### config.mk
export PLATFORM = sky130hd
export DESIGN_NAME = tlp_tx_source
export DESIGN_NICKNAME = d
export VERILOG_FILES = /design/src/tlp_tx_pkg.sv /design/src/tlp_tx_source.sv /design/src/ready_delay.sv
export SDC_FILE = /design/constraint.sdc
export NUM_CORES = 1
export LEC_CHECK = 0
export BUFFER_PORTS_ARGS = -buffer_cell sky130_fd_sc_hd__buf_4
export CAP_MARGIN = 20
export CORE_UTILIZATION = 40
export DETAILED_ROUTE_END_ITERATION = 6
export PLACE_DENSITY = 0.73
export REMOVE_ABC_BUFFERS = 1
export SETUP_SLACK_MARGIN = 0.2
export SYNTH_ARGS = -nofsm -noshare
export SYNTH_HDL_FRONTEND = slang
export SYNTH_HIERARCHICAL = 1
export SYNTH_SLANG_ARGS = --single-unit
### constraint.sdc
create_clock -name sys_clk -period 4.7 [get_ports sys_clk]
set_clock_uncertainty 0.05 [all_clocks]
set_input_delay 1.41 -clock sys_clk [delete_from_list [all_inputs] [get_ports sys_clk]]
set_output_delay 1.41 -clock sys_clk [all_outputs]
set_load 0.01 [all_outputs]
### src/tlp_tx_pkg.sv
// shared constants for the transmit stream source
package tlp_tx_pkg;
  localparam int WORD_W = 128;
  localparam int QWORD_W = 64;
  localparam int LEN_W = 10;
  localparam int READY_LATENCY = 2;
  localparam logic [1:0] LAT_ONE = 2'h1;
  localparam logic [1:0] LAT_TWO = 2'h2;
  localparam logic [1:0] RESET_HOLDOFF = 2'h2;
  localparam logic [1:0] PIPE_DEPTH = 2'h2;
  localparam logic [LEN_W-1:0] LEN_ONE = 10'h001;
  typedef enum logic [1:0] {
    ST_IDLE = 2'b00,
    ST_SEND = 2'b01,
    ST_DONE = 2'b11
  } src_state_e;
endpackage : tlp_tx_pkg

### src/tlp_tx_source.sv
// application-side source of whole TLPs into the transmit stream
`timescale 1ns/1ps
`default_nettype none
module tlp_tx_source
  import tlp_tx_pkg::*;
(
  input wire logic sys_clk,
  input wire logic reset,
  input wire logic wide_mode,
  input wire logic lat_two,
  input wire logic pkt_start,
  input wire logic [LEN_W-1:0] pkt_beats,
  input wire logic pkt_last_half,
  output logic pkt_busy,
  input wire logic beat_avail,
  input wire logic [WORD_W-1:0] beat_data,
  output logic beat_take,
  output logic pkt_done,
  input wire logic tx_accept_ok,
  input wire logic core_reset_status,
  output logic [WORD_W-1:0] tx_word_bus,
  output logic tx_first_beat,
  output logic tx_last_beat,
  output logic tx_beat_qualifier,
  output logic tx_upper_half_unused
);
  src_state_e state_reg, state_next;
  logic [LEN_W-1:0] left_reg, left_next;
  logic [1:0] hold_reg;
  logic half_reg, first_reg;
  logic acc_s1_reg, acc_s2_reg;
  logic rst_s1_reg, rst_s2_reg;
  logic [WORD_W-1:0] word_reg;
  logic first_out_reg, last_out_reg, valid_reg, empty_reg;
  logic take_reg, done_reg, busy_reg;
  logic ready_cycle;

  // pin inputs from the core pass two flops first
  always_ff @(posedge sys_clk) begin
    if (reset) begin
      acc_s1_reg <= 1'b0;
      acc_s2_reg <= 1'b0;
      rst_s1_reg <= 1'b1;
      rst_s2_reg <= 1'b1;
    end else begin
      acc_s1_reg <= tx_accept_ok;
      acc_s2_reg <= acc_s1_reg;
      rst_s1_reg <= core_reset_status;
      rst_s2_reg <= rst_s1_reg;
    end
  end

  ready_delay u_ready_delay (
    .sys_clk(sys_clk),
    .reset(reset),
    .lat_two(lat_two),
    .ready_in(acc_s2_reg),
    .ready_cycle(ready_cycle)
  );

  // ready alone cannot start a packet: core must be out of reset too
  wire core_up = !rst_s2_reg;
  wire holdoff_done = (hold_reg == RESET_HOLDOFF);
  wire can_start = holdoff_done && core_up && pkt_start;
  wire sending = (state_reg == ST_SEND);
  // a beat goes out only in a granted cycle with data on hand
  wire send_beat = sending && ready_cycle && beat_avail;
  wire last_beat = (left_reg == LEN_ONE);
  wire zero_len = (pkt_beats == '0);

  always_comb begin
    state_next = state_reg;
    left_next = left_reg;
    case (state_reg)
      ST_IDLE: begin
        // zero length would be malformed; never started
        if (can_start && !zero_len) begin
          state_next = ST_SEND;
          left_next = pkt_beats;
        end
      end
      ST_SEND: begin
        if (send_beat) begin
          left_next = left_reg - LEN_ONE;
          if (last_beat) begin
            state_next = ST_DONE;
          end
        end
      end
      ST_DONE: begin
        state_next = ST_IDLE;
      end
      default: begin
        state_next = ST_IDLE;
      end
    endcase
  end

  always_ff @(posedge sys_clk) begin
    if (reset) begin
      state_reg <= ST_IDLE;
      left_reg <= '0;
      hold_reg <= '0;
      half_reg <= 1'b0;
      first_reg <= 1'b0;
    end else begin
      state_reg <= state_next;
      left_reg <= left_next;
      if (!holdoff_done) begin
        hold_reg <= hold_reg + 2'h1;
      end
      if (state_reg == ST_IDLE && state_next == ST_SEND) begin
        half_reg <= pkt_last_half && wide_mode;
        first_reg <= 1'b1;
      end else if (send_beat) begin
        first_reg <= 1'b0;
      end
    end
  end

  // output stage; valid clears whenever no beat is granted
  always_ff @(posedge sys_clk) begin
    if (reset) begin
      word_reg <= '0;
      first_out_reg <= 1'b0;
      last_out_reg <= 1'b0;
      valid_reg <= 1'b0;
      empty_reg <= 1'b0;
      take_reg <= 1'b0;
      done_reg <= 1'b0;
      busy_reg <= 1'b0;
    end else begin
      valid_reg <= send_beat;
      take_reg <= send_beat;
      first_out_reg <= send_beat && first_reg;
      last_out_reg <= send_beat && last_beat;
      // in 64-bit mode the upper half flag stays low
      empty_reg <= send_beat && last_beat && half_reg;
      done_reg <= send_beat && last_beat;
      busy_reg <= (state_next != ST_IDLE) || !holdoff_done;
      if (send_beat) begin
        // 64-bit mode leaves the upper half zero
        word_reg <= wide_mode ? beat_data :
          {{(WORD_W-QWORD_W){1'b0}}, beat_data[QWORD_W-1:0]};
      end
    end
  end

  // message and header layout is the caller's; words pass unchanged in 128-bit mode, 64-bit mode zeroes the upper half
  assign tx_word_bus = word_reg;
  assign tx_first_beat = first_out_reg;
  assign tx_last_beat = last_out_reg;
  assign tx_beat_qualifier = valid_reg;
  assign tx_upper_half_unused = empty_reg;
  assign beat_take = take_reg;
  assign pkt_done = done_reg;
  assign pkt_busy = busy_reg;

  // a miscounted packet would hang the sink; counting prevents it
  a_valid_granted: assert property (@(posedge sys_clk) disable iff (reset)
    tx_beat_qualifier |-> $past(ready_cycle))
    else $error("valid without granted ready cycle");
  a_first_has_valid: assert property (@(posedge sys_clk) disable iff (reset)
    tx_first_beat |-> tx_beat_qualifier)
    else $error("first marker without valid");
  a_last_has_valid: assert property (@(posedge sys_clk) disable iff (reset)
    tx_last_beat |-> tx_beat_qualifier)
    else $error("last marker without valid");
  a_empty_on_last: assert property (@(posedge sys_clk) disable iff (reset)
    tx_upper_half_unused |-> tx_last_beat && wide_mode)
    else $error("upper half flag off last beat");
  a_no_early_start: assert property (@(posedge sys_clk) disable iff (reset)
    tx_first_beat |-> holdoff_done)
    else $error("packet before reset holdoff");
  a_drop_valid: assert property (@(posedge sys_clk) disable iff (reset)
    !acc_s2_reg ##1 !acc_s2_reg ##1 !acc_s2_reg |=> !tx_beat_qualifier)
    else $error("valid held after ready fell");
  a_beats_counted: assert property (@(posedge sys_clk) disable iff (reset)
    send_beat && last_beat |=> state_reg == ST_DONE)
    else $error("packet end missed");
  a_one_packet: assert property (@(posedge sys_clk) disable iff (reset)
    tx_first_beat && !tx_last_beat |=> !tx_first_beat)
    else $error("new start inside packet");
  a_core_up: assert property (@(posedge sys_clk) disable iff (reset)
    $rose(sending) |-> $past(core_up))
    else $error("start while core in reset");
  c_single_beat: cover property (@(posedge sys_clk) disable iff (reset)
    tx_first_beat && tx_last_beat);
  c_multi_beat: cover property (@(posedge sys_clk) disable iff (reset)
    tx_first_beat ##[1:20] tx_last_beat);
  c_stall: cover property (@(posedge sys_clk) disable iff (reset)
    sending && !ready_cycle ##1 send_beat);
  c_half_unused: cover property (@(posedge sys_clk) disable iff (reset)
    tx_upper_half_unused);
endmodule : tlp_tx_source
`default_nettype wire

### src/ready_delay.sv
// delays the sink's ready by the configured ready latency
`timescale 1ns/1ps
`default_nettype none
module ready_delay
  import tlp_tx_pkg::*;
(
  input wire logic sys_clk,
  input wire logic reset,
  input wire logic lat_two,
  input wire logic ready_in,
  output logic ready_cycle
);
  logic [PIPE_DEPTH-1:0] pipe_reg;
  always_ff @(posedge sys_clk) begin
    if (reset) begin
      pipe_reg <= '0;
    end else begin
      pipe_reg <= {pipe_reg[0], ready_in};
    end
  end
  // ready in cycle n grants cycle n plus latency
  assign ready_cycle = lat_two ? pipe_reg[1] : pipe_reg[0];
endmodule : ready_delay
`default_nettype wire

==> impl_metrics.yaml, run 1 <==
logic_synthesis:
  syn_inst: 545
  ys_ff_latch: 155
  syn_area_per_cell_um2: 9.72
  synth_edf_count: 0
  syn-cell-area_um2: 5300
  ys.flop_type: "dfxtp_1"
  seq_area_frac_synth: 0.586
  yosysTopAreaCell: "dfxtp_1"
  synth_cell_type_count: 43
  yosysWarnings: 6
  yosys-top-cells-area: "dfxtp_1, a22o_1, nand2_1, a21oi_1, clkbuf_1"
  async_flop_share: 0
  synth_top_area_frac: 0.586
clock_tree:
  insertion_delay_ns: 0.42
  clockBufferDepth: 2
  clock-sinks: 155
  cts_hold_buf: 0
  postCtsSetupRepairBufs: 0
  cts_tree: "built"
  cts_resized: 0
  htreeDepth: 4
  clockRootBuffer: "clkbuf_16"
  path_clk_slew_ns: 0.06
  cts-buffers-inserted: 17
sta:
  worst_pin_slew_ns: 0.900
  min_period_over_period: 0.654
  finalHoldWorstSlack_ns: 0.359
  period_minus_slack_ns: 3.08
  fmax_mhz: 325
  hold_violations: 0
  rsz0062_at_grt: "no"
  final_max_slew_viol_count: 0
  slew_headroom: 0.395
  setup-tns-final_ns: 0
  setup_viol: 0
setup_path:
  r2r-start: "u_ready_delay/pipe_reg[0]"
  timing.rr.end: "left_reg[2]"
  crit_path_start_kind: "input pin"
  rrSetupSlack_ns: 2.45
  reg2reg_depth: 6
  critPathRequiredTime_ns: 5.01
  arrival_ns: 3.39
  worstSetupPathType: "in -> reg"
  worstPathMaxFanout: 33
  end_kind: "flip-flop"
place:
  place_hpwl_mm: 11.0
  place_congestion: 0.825
  place_area_um2: 7490
  port_buffers: 281
floorplanning:
  rows: 41
  die_y_um: 117
  die_w_um: 117
  pin_count: 282
  initial_core_util: 0.415
  die-area_um2: 13700
  coreArea_um2: 12800
run:
  maxCapViolCount: 0
finish:
  drive_gt1_frac: 0.402
  largest_reg_flops: 128
  final_cell_area_um2: 8100
  num_antenna_cells: 0
  areaGrowthSynthToFinish_pct: 52.8
  nFillCells: 1063
  layout.nets: 961
min_path:
  min_to: "rst_s2_reg"
  worstHoldPathType: "reg -> reg"
  hold-path-cell-count: 1
  hp-start: "rst_s1_reg"
global_routing:
  grt_max_degree: 66
  antenna_found_initial: 0
  grt_usage: 0.216
  grt_pass1_vias: 4579
  grt_overflow: 0
  grt_pass1_wl_mm: 22.4
routing:
  vias: 4956
  postRouteAntennaNets: 0
  drt_first_pass_iters: 4
  wl_met3_mm: 1.54
  drc_errors: 0
  wl_met1_mm: 6.06
  drt-total-wl_mm: 15.3
  met2_length_mm: 7.42
  avgRoutedWirePerCell_um: 15.4
  drtIter0Drc: 223
  dr.max_layer_used: "met4"
  via_per_inst: 4.98
run_status:
  status: "completed"
power_and_ir_drop:
  power.density_nw_per_um2: 352
  irDropWorstVdd_mv: 0.235
  power_leakage_uw: 0.00357
==> report_power, final <==
| part | internal (uW) | switching [uW] | total [uW] |
|---|---|---|---|
| registers | 1330 | 8.40 | 1340 |
| clock network | 804 | 523 | 1330 |
| logic | 106 | 76.0 | 182 |
==> worst max-delay path, stage by stage <==
cell     delay [ns]
buf_4          0.11
mux2_4         0.19
and4b_2        0.21
buf_4          0.34
a21oi_1        0.14
nor3_1         0.74
a22o_1         0.23
==> metrics by stage <==
stage	utilization	power [uW]	setup slack, ns	std cells
6_report	0.634	2850	1.62	996
5_1_grt	0.634	2940	1.55	996
4_1_cts	0.632	2870	1.44	994
3_5_place_dp	0.587	1550	1.00	962
3_3_place_gp	0.587	1540	1.08	962
2_1_floorplan	-	1420	-0.539	504
==> per-layer routing <==
layer  GRT usage  vias up
li1            -     2444
met1       0.241     2256
met2       0.364      225
met3      0.0844       31
met4      0.0987        0
met5           0        -
==> area by class of cell <==
type,instances,area (um2),share of cell area
timing repair buffer,288,2170,0.268
clock inverter,12,123,0.0151
clock buffer,20,457,0.0564
sequential,155,3100,0.383
tap,172,215,0.0266
inverter,7,26.3,0.00325
multi-input combinational,342,2000,0.247
==> cells in the mapped netlist, types with 3 or more instances <==
cell type  number
a22oi_1         3
nand2_1       129
or2_2           3
buf_2          13
nor4_1          3
buf_1           5
nor3_1          3
a22o_1         70
nor2b_1         4
nor2_1         12
dfxtp_1       155
inv_1           7
clkbuf_1       21
a32o_1          6
ha_1            3
nand3_1         3
a21oi_1        71
==> layout by cell type (no fill, tap or decap), types with 3 or more instances in the layout <==
master	synthesis	final
buf_4	2	286
a32o_1	6	6
nor2_1	12	11
nand3_1	3	3
clkbuf_16	0	17
a21oi_1	71	71
dfxtp_1	155	155
a22o_1	70	70
ha_1	3	3
a22oi_1	3	3
nor4_1	3	3
inv_1	7	7
or2_2	3	3
nor2b_1	4	4
nor3_1	3	3
clkinv_2	0	6
nand2_1	129	129
==> worst max path at each step <==
stage	slack [ns]	startpoint	end
6_report	1.62	lat_two	left_reg[2]
5_1_grt	1.55	lat_two	left_reg[8]
4_1_cts	1.44	lat_two	tx_word_bus[117]
3_5_place_dp	1.00	lat_two	tx_word_bus[86]
3_3_place_gp	1.08	lat_two	tx_word_bus[84]
2_1_floorplan	-0.54	lat_two	left_reg[0]
==> cell families (layout without fill, tap and decap cells) <==
group,count (synthesis),in the layout,synth area share
AO/OA/AOI/OAI,163,163,0.222
XOR/XNOR,1,1,0.00165
adder cells (fa/ha/maj),3,3,0.00709
buffers and inverters,48,327,0.0385
flip-flops,155,155,0.586
multiplexers,1,1,0.00283
AND/OR/NAND/NOR,174,174,0.143
No activity file was read; power rests on OpenSTA's default activity.
==> run 2, diff against run 1 <==
--- a/config.mk
+++ b/config.mk
@@ -5,11 +5,12 @@
 export SDC_FILE = /design/constraint.sdc
 export NUM_CORES = 1
 export LEC_CHECK = 0
+export ABC_AREA = 1
 export BUFFER_PORTS_ARGS = -buffer_cell sky130_fd_sc_hd__buf_4
 export CAP_MARGIN = 20
 export CORE_UTILIZATION = 40
 export DETAILED_ROUTE_END_ITERATION = 6
-export PLACE_DENSITY = 0.73
+export PLACE_DENSITY = 0.74
 export REMOVE_ABC_BUFFERS = 1
 export SETUP_SLACK_MARGIN = 0.2
 export SYNTH_ARGS = -nofsm -noshare
==> constraint.sdc (replaced) <==
create_clock -name sys_clk -period 2.8 [get_ports sys_clk]
set_clock_uncertainty 0.05 [all_clocks]
set_input_delay 0.84 -clock sys_clk [delete_from_list [all_inputs] [get_ports sys_clk]]
set_output_delay 0.84 -clock sys_clk [all_outputs]
set_load 0.01 [all_outputs]
==> impl_metrics.yaml, run 2 <==
run_status:
  status: "completed"
finish:
  areaGrowthSynthToFinish_pct: 47.2
  layout_common_cells: "buf_4, nor2_1, dfxtp_1"
  layout_commonest_cell: "buf_4"
  finalNonFillerCells: 1216
  largest_reg_flops: 128
  num_antenna_cells: 0
  layout.nets: 1173
  nFillCells: 1319
  drive_gt1_frac: 0.327
logic_synthesis:
  syn-cell-area_um2: 5860
  ys.flop_type: "dfxtp_1"
  yosysMostFrequentCell: "nor2_1"
  synth_top_area_frac: 0.530
  syn_inst: 770
  synth_cell_type_count: 27
  synth_edf_count: 0
  yosys-top-cells-area: "dfxtp_1, nor2_1, o21ai_0, nand2_1, nand3_1"
  yosysWarnings: 6
  netlist_top_cells_count: "nor2_1, dfxtp_1, o21ai_0"
  ys_ff_latch: 155
  async_flop_share: 0
  seq_area_frac_synth: 0.530
  yosysTopAreaCell: "dfxtp_1"
  syn_area_per_cell_um2: 7.61
routing:
  drt_first_pass_iters: 5
  via_per_inst: 4.83
  vias: 5872
  drtIter0Drc: 423
  drc_errors: 0
  drt-total-wl_mm: 17.5
  avgRoutedWirePerCell_um: 14.4
  postRouteAntennaNets: 0
power_and_ir_drop:
  internal_power_uw: 3760
  p_sw_uw: 1090
  power.density_nw_per_um2: 562
  comb_power_share: 0.072
  swShare: 0.225
  clkPwrFrac: 0.466
  power_frac_seq: 0.462
  power_leakage_uw: 0.00415
  irDropWorstVdd_mv: 0.404
  finalPower_uw: 4850
min_path:
  worstHoldPathType: "reg -> reg"
  hp-start: "acc_s2_reg"
  min_to: "u_ready_delay/pipe_reg[0]"
  hold-path-cell-count: 2
clock_tree:
  cts_hold_buf: 0
  cts_tree: "built"
  path_clk_slew_ns: 0.06
  cts-buffers-inserted: 17
  insertion_delay_ns: 0.42
  cts_resized: 0
  clockBufferDepth: 2
  htreeDepth: 4
  clock-sinks: 155
  clockRootBuffer: "clkbuf_16"
  postCtsSetupRepairBufs: 0
setup_path:
  crit_slowest_cell: "inv_4"
  timing.rr.end: "tx_word_bus[99]"
  end_kind: "flip-flop"
  r2r-start: "state_reg[0]"
  critPathRequiredTime_ns: 3.09
  crit_path_frequent_cell: "nand2_1"
  cp_cell_sequence: "buf_4, nand2_1, nand2_1, nand2_1, nor2_4, inv_4, buf_12, nand3_1, o21ai_0"
  arrival_ns: 2.15
  worstSetupPathType: "in -> reg"
  reg2reg_depth: 8
  rrSetupSlack_ns: 0.95
  worstPathMaxFanout: 61
  worst_path_largest_cell_delay_ns: 0.35
  crit_path_start_kind: "input pin"
global_routing:
  busiest_layer: "met2"
  use_met1: 0.263
  grt_max_degree: 82
  grt_pass1_vias: 5366
  grt_pass1_wl_mm: 26.7
  grt_usage: 0.231
  grt_overflow: 0
  use_met2: 0.389
  met3_usage: 0.0858
  antenna_found_initial: 0
sta:
  hold_violations: 0
  worst_pin_slew_ns: 0.474
  slew_headroom: 0.684
  fmax_mhz: 538
  rsz0062_at_grt: "no"
  setup_viol: 0
  final_max_slew_viol_count: 0
  period_minus_slack_ns: 1.86
  min_period_over_period: 0.664
floorplanning:
  rows: 43
  die-area_um2: 15100
  die_w_um: 123
  initial_core_util: 0.416
  pin_count: 282
  die_y_um: 123
  coreArea_um2: 14100
place:
  port_buffers: 281
  dp.cells: 1184
  place_congestion: 0.854
  place_hpwl_mm: 12.3
run:
  maxCapViolCount: 0
## run 2: cell count changes after synthesis, moves of 17 or more
cell	delta
o21ai_0	+127
nand3_1	+75
nor2_1	+160
a21oi_1	-65
buf_2	+23
inv_1	+17
a22o_1	-70
## run 2: routing by layer
metal,up-vias,share of wire
met5,-,0
met4,0,0.025
met3,34,0.081
met2,208,0.49
met1,2643,0.41
li1,2987,-
## run 2: cell type report
class	instances	area, um2	area share
sequential	155	3100	0.360
multi-input combinational	530	2360	0.274
timing repair buffer	291	2230	0.259
clock buffer	19	443	0.0514
tap	180	225	0.0261
clock inverter	13	143	0.0165
inverter	28	109	0.0126
## run 2: kinds of logic after synthesis
family | after synthesis | synth area share
flip-flops | 155 | 0.530
AND/OR/NAND/NOR | 383 | 0.274
buffers and inverters | 85 | 0.0666
adder cells (fa/ha/maj) | 3 | 0.00641
AO/OA/AOI/OAI | 144 | 0.123
## run 2: worst max path at each step
| stage | from | to | slack (ns) |
|---|---|---|---|
| 2_1_floorplan | reset | tx_word_bus[100] | -1.18 |
| 3_3_place_gp | lat_two | first_reg | 0.55 |
| 3_5_place_dp | lat_two | tx_word_bus[68] | 0.54 |
| 4_1_cts | state_reg[0] | tx_word_bus[68] | 0.95 |
| 5_1_grt | state_reg[1] | tx_word_bus[84] | 0.79 |
| 6_report | lat_two | tx_word_bus[102] | 0.94 |
## run 2: worst max-delay path: cells and delay by family
family	cells	cell delay (ns)
AO/OA/AOI/OAI	1	0.10
AND/OR/NAND/NOR	5	0.37
buffers and inverters	3	0.77
## run 2: power by group through the flow
| stage | clock network, uW | logic [uW] | registers [uW] |
|---|---|---|---|
| floorplan | 0 | 128 | 2290 |
| global placement | 0 | 346 | 2290 |
| detailed placement | 0 | 350 | 2290 |
| CTS | 2310 | 352 | 2240 |
| global route | 2400 | 388 | 2240 |
| finish | 2260 | 349 | 2240 |
## run 2: metrics by stage
stage	TNS [ns]	utilization	area (um2)	hold slack (ns)	setup slack, ns
5_1_grt	0	0.612	8620	0.373	0.791
3_5_place_dp	0	0.570	8040	0.344	0.539
4_1_cts	0	0.612	8620	0.352	0.953
2_1_floorplan	-102.99	-	5570	0.338	-1.18
6_report	0	0.612	8620	0.352	0.940
3_3_place_gp	0	0.570	8040	0.341	0.548
==> run 3, diff against run 2 <==
--- a/config.mk
+++ b/config.mk
@@ -5,12 +5,12 @@
 export SDC_FILE = /design/constraint.sdc
 export NUM_CORES = 1
 export LEC_CHECK = 0
-export ABC_AREA = 1
+export ABC_AREA = 0
 export BUFFER_PORTS_ARGS = -buffer_cell sky130_fd_sc_hd__buf_4
 export CAP_MARGIN = 20
 export CORE_UTILIZATION = 40
 export DETAILED_ROUTE_END_ITERATION = 6
-export PLACE_DENSITY = 0.74
+export PLACE_DENSITY = 0.73
 export REMOVE_ABC_BUFFERS = 1
 export SETUP_SLACK_MARGIN = 0.2
 export SYNTH_ARGS = -nofsm -noshare
==> constraint.sdc (replaced) <==
create_clock -name sys_clk -period 1.8 [get_ports sys_clk]
set_clock_uncertainty 0.05 [all_clocks]
set_input_delay 0.54 -clock sys_clk [delete_from_list [all_inputs] [get_ports sys_clk]]
set_output_delay 0.54 -clock sys_clk [all_outputs]
set_load 0.01 [all_outputs]
==> impl_metrics.yaml, run 3 (synthesis gave the netlist of run 1 again) <==
place:
  port_buffers: 281
  place_area_um2: 7730
  post-place-ws_ns: -0.420
  place_hpwl_mm: 11.5
  place_congestion: 0.840
  dp.cells: 985
finish:
  num_antenna_cells: 0
  layout.nets: 1000
  final_cell_area_um2: 8810
  finalNonFillerCells: 1035
  final_util: 0.690
  areaGrowthSynthToFinish_pct: 66.3
  nFillCells: 973
  layout_common_cells: "buf_4, dfxtp_1, nand2_1"
  drive_gt1_frac: 0.450
  layout_commonest_cell: "buf_4"
  largest_reg_flops: 128
sta:
  hold_violations: 0
  final_max_slew_viol_count: 0
  slew_headroom: 0.674
  setup_ws_ns: 0.0486
  worst_pin_slew_ns: 0.486
  fmax_mhz: 571
  period_minus_slack_ns: 1.75
  setup_viol: 0
  min_period_over_period: 0.973
  rsz0062_at_grt: "yes"
routing:
  drt_first_pass_iters: 5
  postRouteAntennaNets: 0
  drtIter0Drc: 244
  drc_errors: 0
  drt-total-wl_mm: 16.7
  avgRoutedWirePerCell_um: 16.1
  vias: 5189
  via_per_inst: 5.01
setup_path:
  end_kind: "flip-flop"
  timing.rr.end: "tx_word_bus[95]"
  reg2reg_depth: 8
  r2r-start: "u_ready_delay/pipe_reg[0]"
  critPathRequiredTime_ns: 2.11
  cp_cell_sequence: "mux2_4, and4b_2, buf_6, nor2_4, buf_6, buf_12, buf_16, a22o_1"
  crit_slowest_cell: "dfxtp_2"
  worstSetupPathType: "reg -> reg"
  worstPathMaxFanout: 6
  rrSetupSlack_ns: 0.05
  worst_path_largest_cell_delay_ns: 0.31
  crit_path_frequent_cell: "buf_6"
  arrival_ns: 2.06
  critPathLaunch: "u_ready_delay/pipe_reg[0]"
  crit_path_start_kind: "flip-flop"
clock_tree:
  clock-sinks: 155
  cts_tree: "built"
  path_clk_slew_ns: 0.07
  htreeDepth: 4
  cts-buffers-inserted: 17
  cts_hold_buf: 0
  clockRootBuffer: "clkbuf_16"
  clockBufferDepth: 2
  insertion_delay_ns: 0.42
global_routing:
  grt_overflow: 0
  grt_usage: 0.229
  grt_pass1_wl_mm: 23.6
  grt_pass1_vias: 4777
  antenna_found_initial: 0
  grt_max_degree: 75
floorplanning:
  coreArea_um2: 12800
  die_y_um: 117
  initial_core_util: 0.415
  die_w_um: 117
  die-area_um2: 13700
  pin_count: 282
  rows: 41
min_path:
  worstHoldPathType: "in -> reg"
  hold-path-cell-count: 2
  hp-start: "core_reset_status"
  min_to: "rst_s1_reg"
power_and_ir_drop:
  power_leakage_uw: 0.00389
  finalPower_uw: 7830
  power.density_nw_per_um2: 889
  irDropWorstVdd_mv: 0.664
run_status:
  status: "completed"
run:
  maxCapViolCount: 0
## run 3: cell types whose count changed in the layout (fill, tap and decap cells not counted), moves of 5 or more
cell     before  now
nand3_1      78    3
o21ai_0     127    0
buf_12        4   10
a21oi_1       6   68
buf_6         0   10
o21ai_1       9    0
a22o_1        0   70
inv_1        23    7
a32o_1        0    5
nor2_1      172   11
nand2_1     114  129
buf_4       287  300
## run 3: layout make-up
cell class / instances / area (um2) / share of cell area
clock buffer: 20 / 467 / 0.0530
clock inverter: 12 / 160 / 0.0182
inverter: 7 / 26.3 / 0.00298
multi-input combinational: 342 / 2100 / 0.238
sequential: 155 / 3110 / 0.353
tap: 172 / 215 / 0.0244
timing repair buffer: 327 / 2740 / 0.311
## run 3: power by group
group	switching, uW	leakage (uW)	total [uW]	internal, uW
clock network	1420	0.000296	3720	2300
registers	21.7	0.00125	3490	3470
logic	237	0.00234	621	384
total	1670	0.00389	7830	6160
## run 3: repair_timing
| item | 4_1_cts | 5_1_grt |
|---|---|---|
| gates resized for setup | 26 | 17 |
| pin swaps | 12 | 40 |
| cloned | 4 | 2 |
| setup buffers | 8 | 4 |
| endpoints found under the setup margin | 99 | 111 |
## run 3: worst max-delay path, delay by kind of cell, from the launching register on
family | cells | cell delay [ns]
buffers and inverters | 4 | 0.50
AND/OR/NAND/NOR | 2 | 0.40
flip-flops | 1 | 0.31
multiplexers | 1 | 0.27
AO/OA/AOI/OAI | 1 | 0.15
## run 3: worst max path at each step
stage                           end  cells past startpoint
finish              tx_word_bus[95]                      8
global route        tx_word_bus[95]                      8
CTS                     left_reg[4]                      5
detailed placement      left_reg[2]                      6
global placement        left_reg[1]                      5
floorplan               left_reg[0]                      4
## run 3: layer usage
layer / global-route usage / up-vias / part of all wire
li1: - / 2528 / -
met1: 0.258 / 2401 / 0.39
met2: 0.406 / 235 / 0.52
met3: 0.0685 / 25 / 0.072
met4: 0.0937 / 0 / 0.020
met5: 0 / - / 0
## run 3: metrics by stage
step	setup TNS [ns]	hold WS, ns
3_5_place_dp	-29.34	0.347
5_1_grt	-0.0478	0.245
4_1_cts	0	0.238
6_report	0	0.254
3_3_place_gp	-26.37	0.347
2_1_floorplan	-241.05	0.339
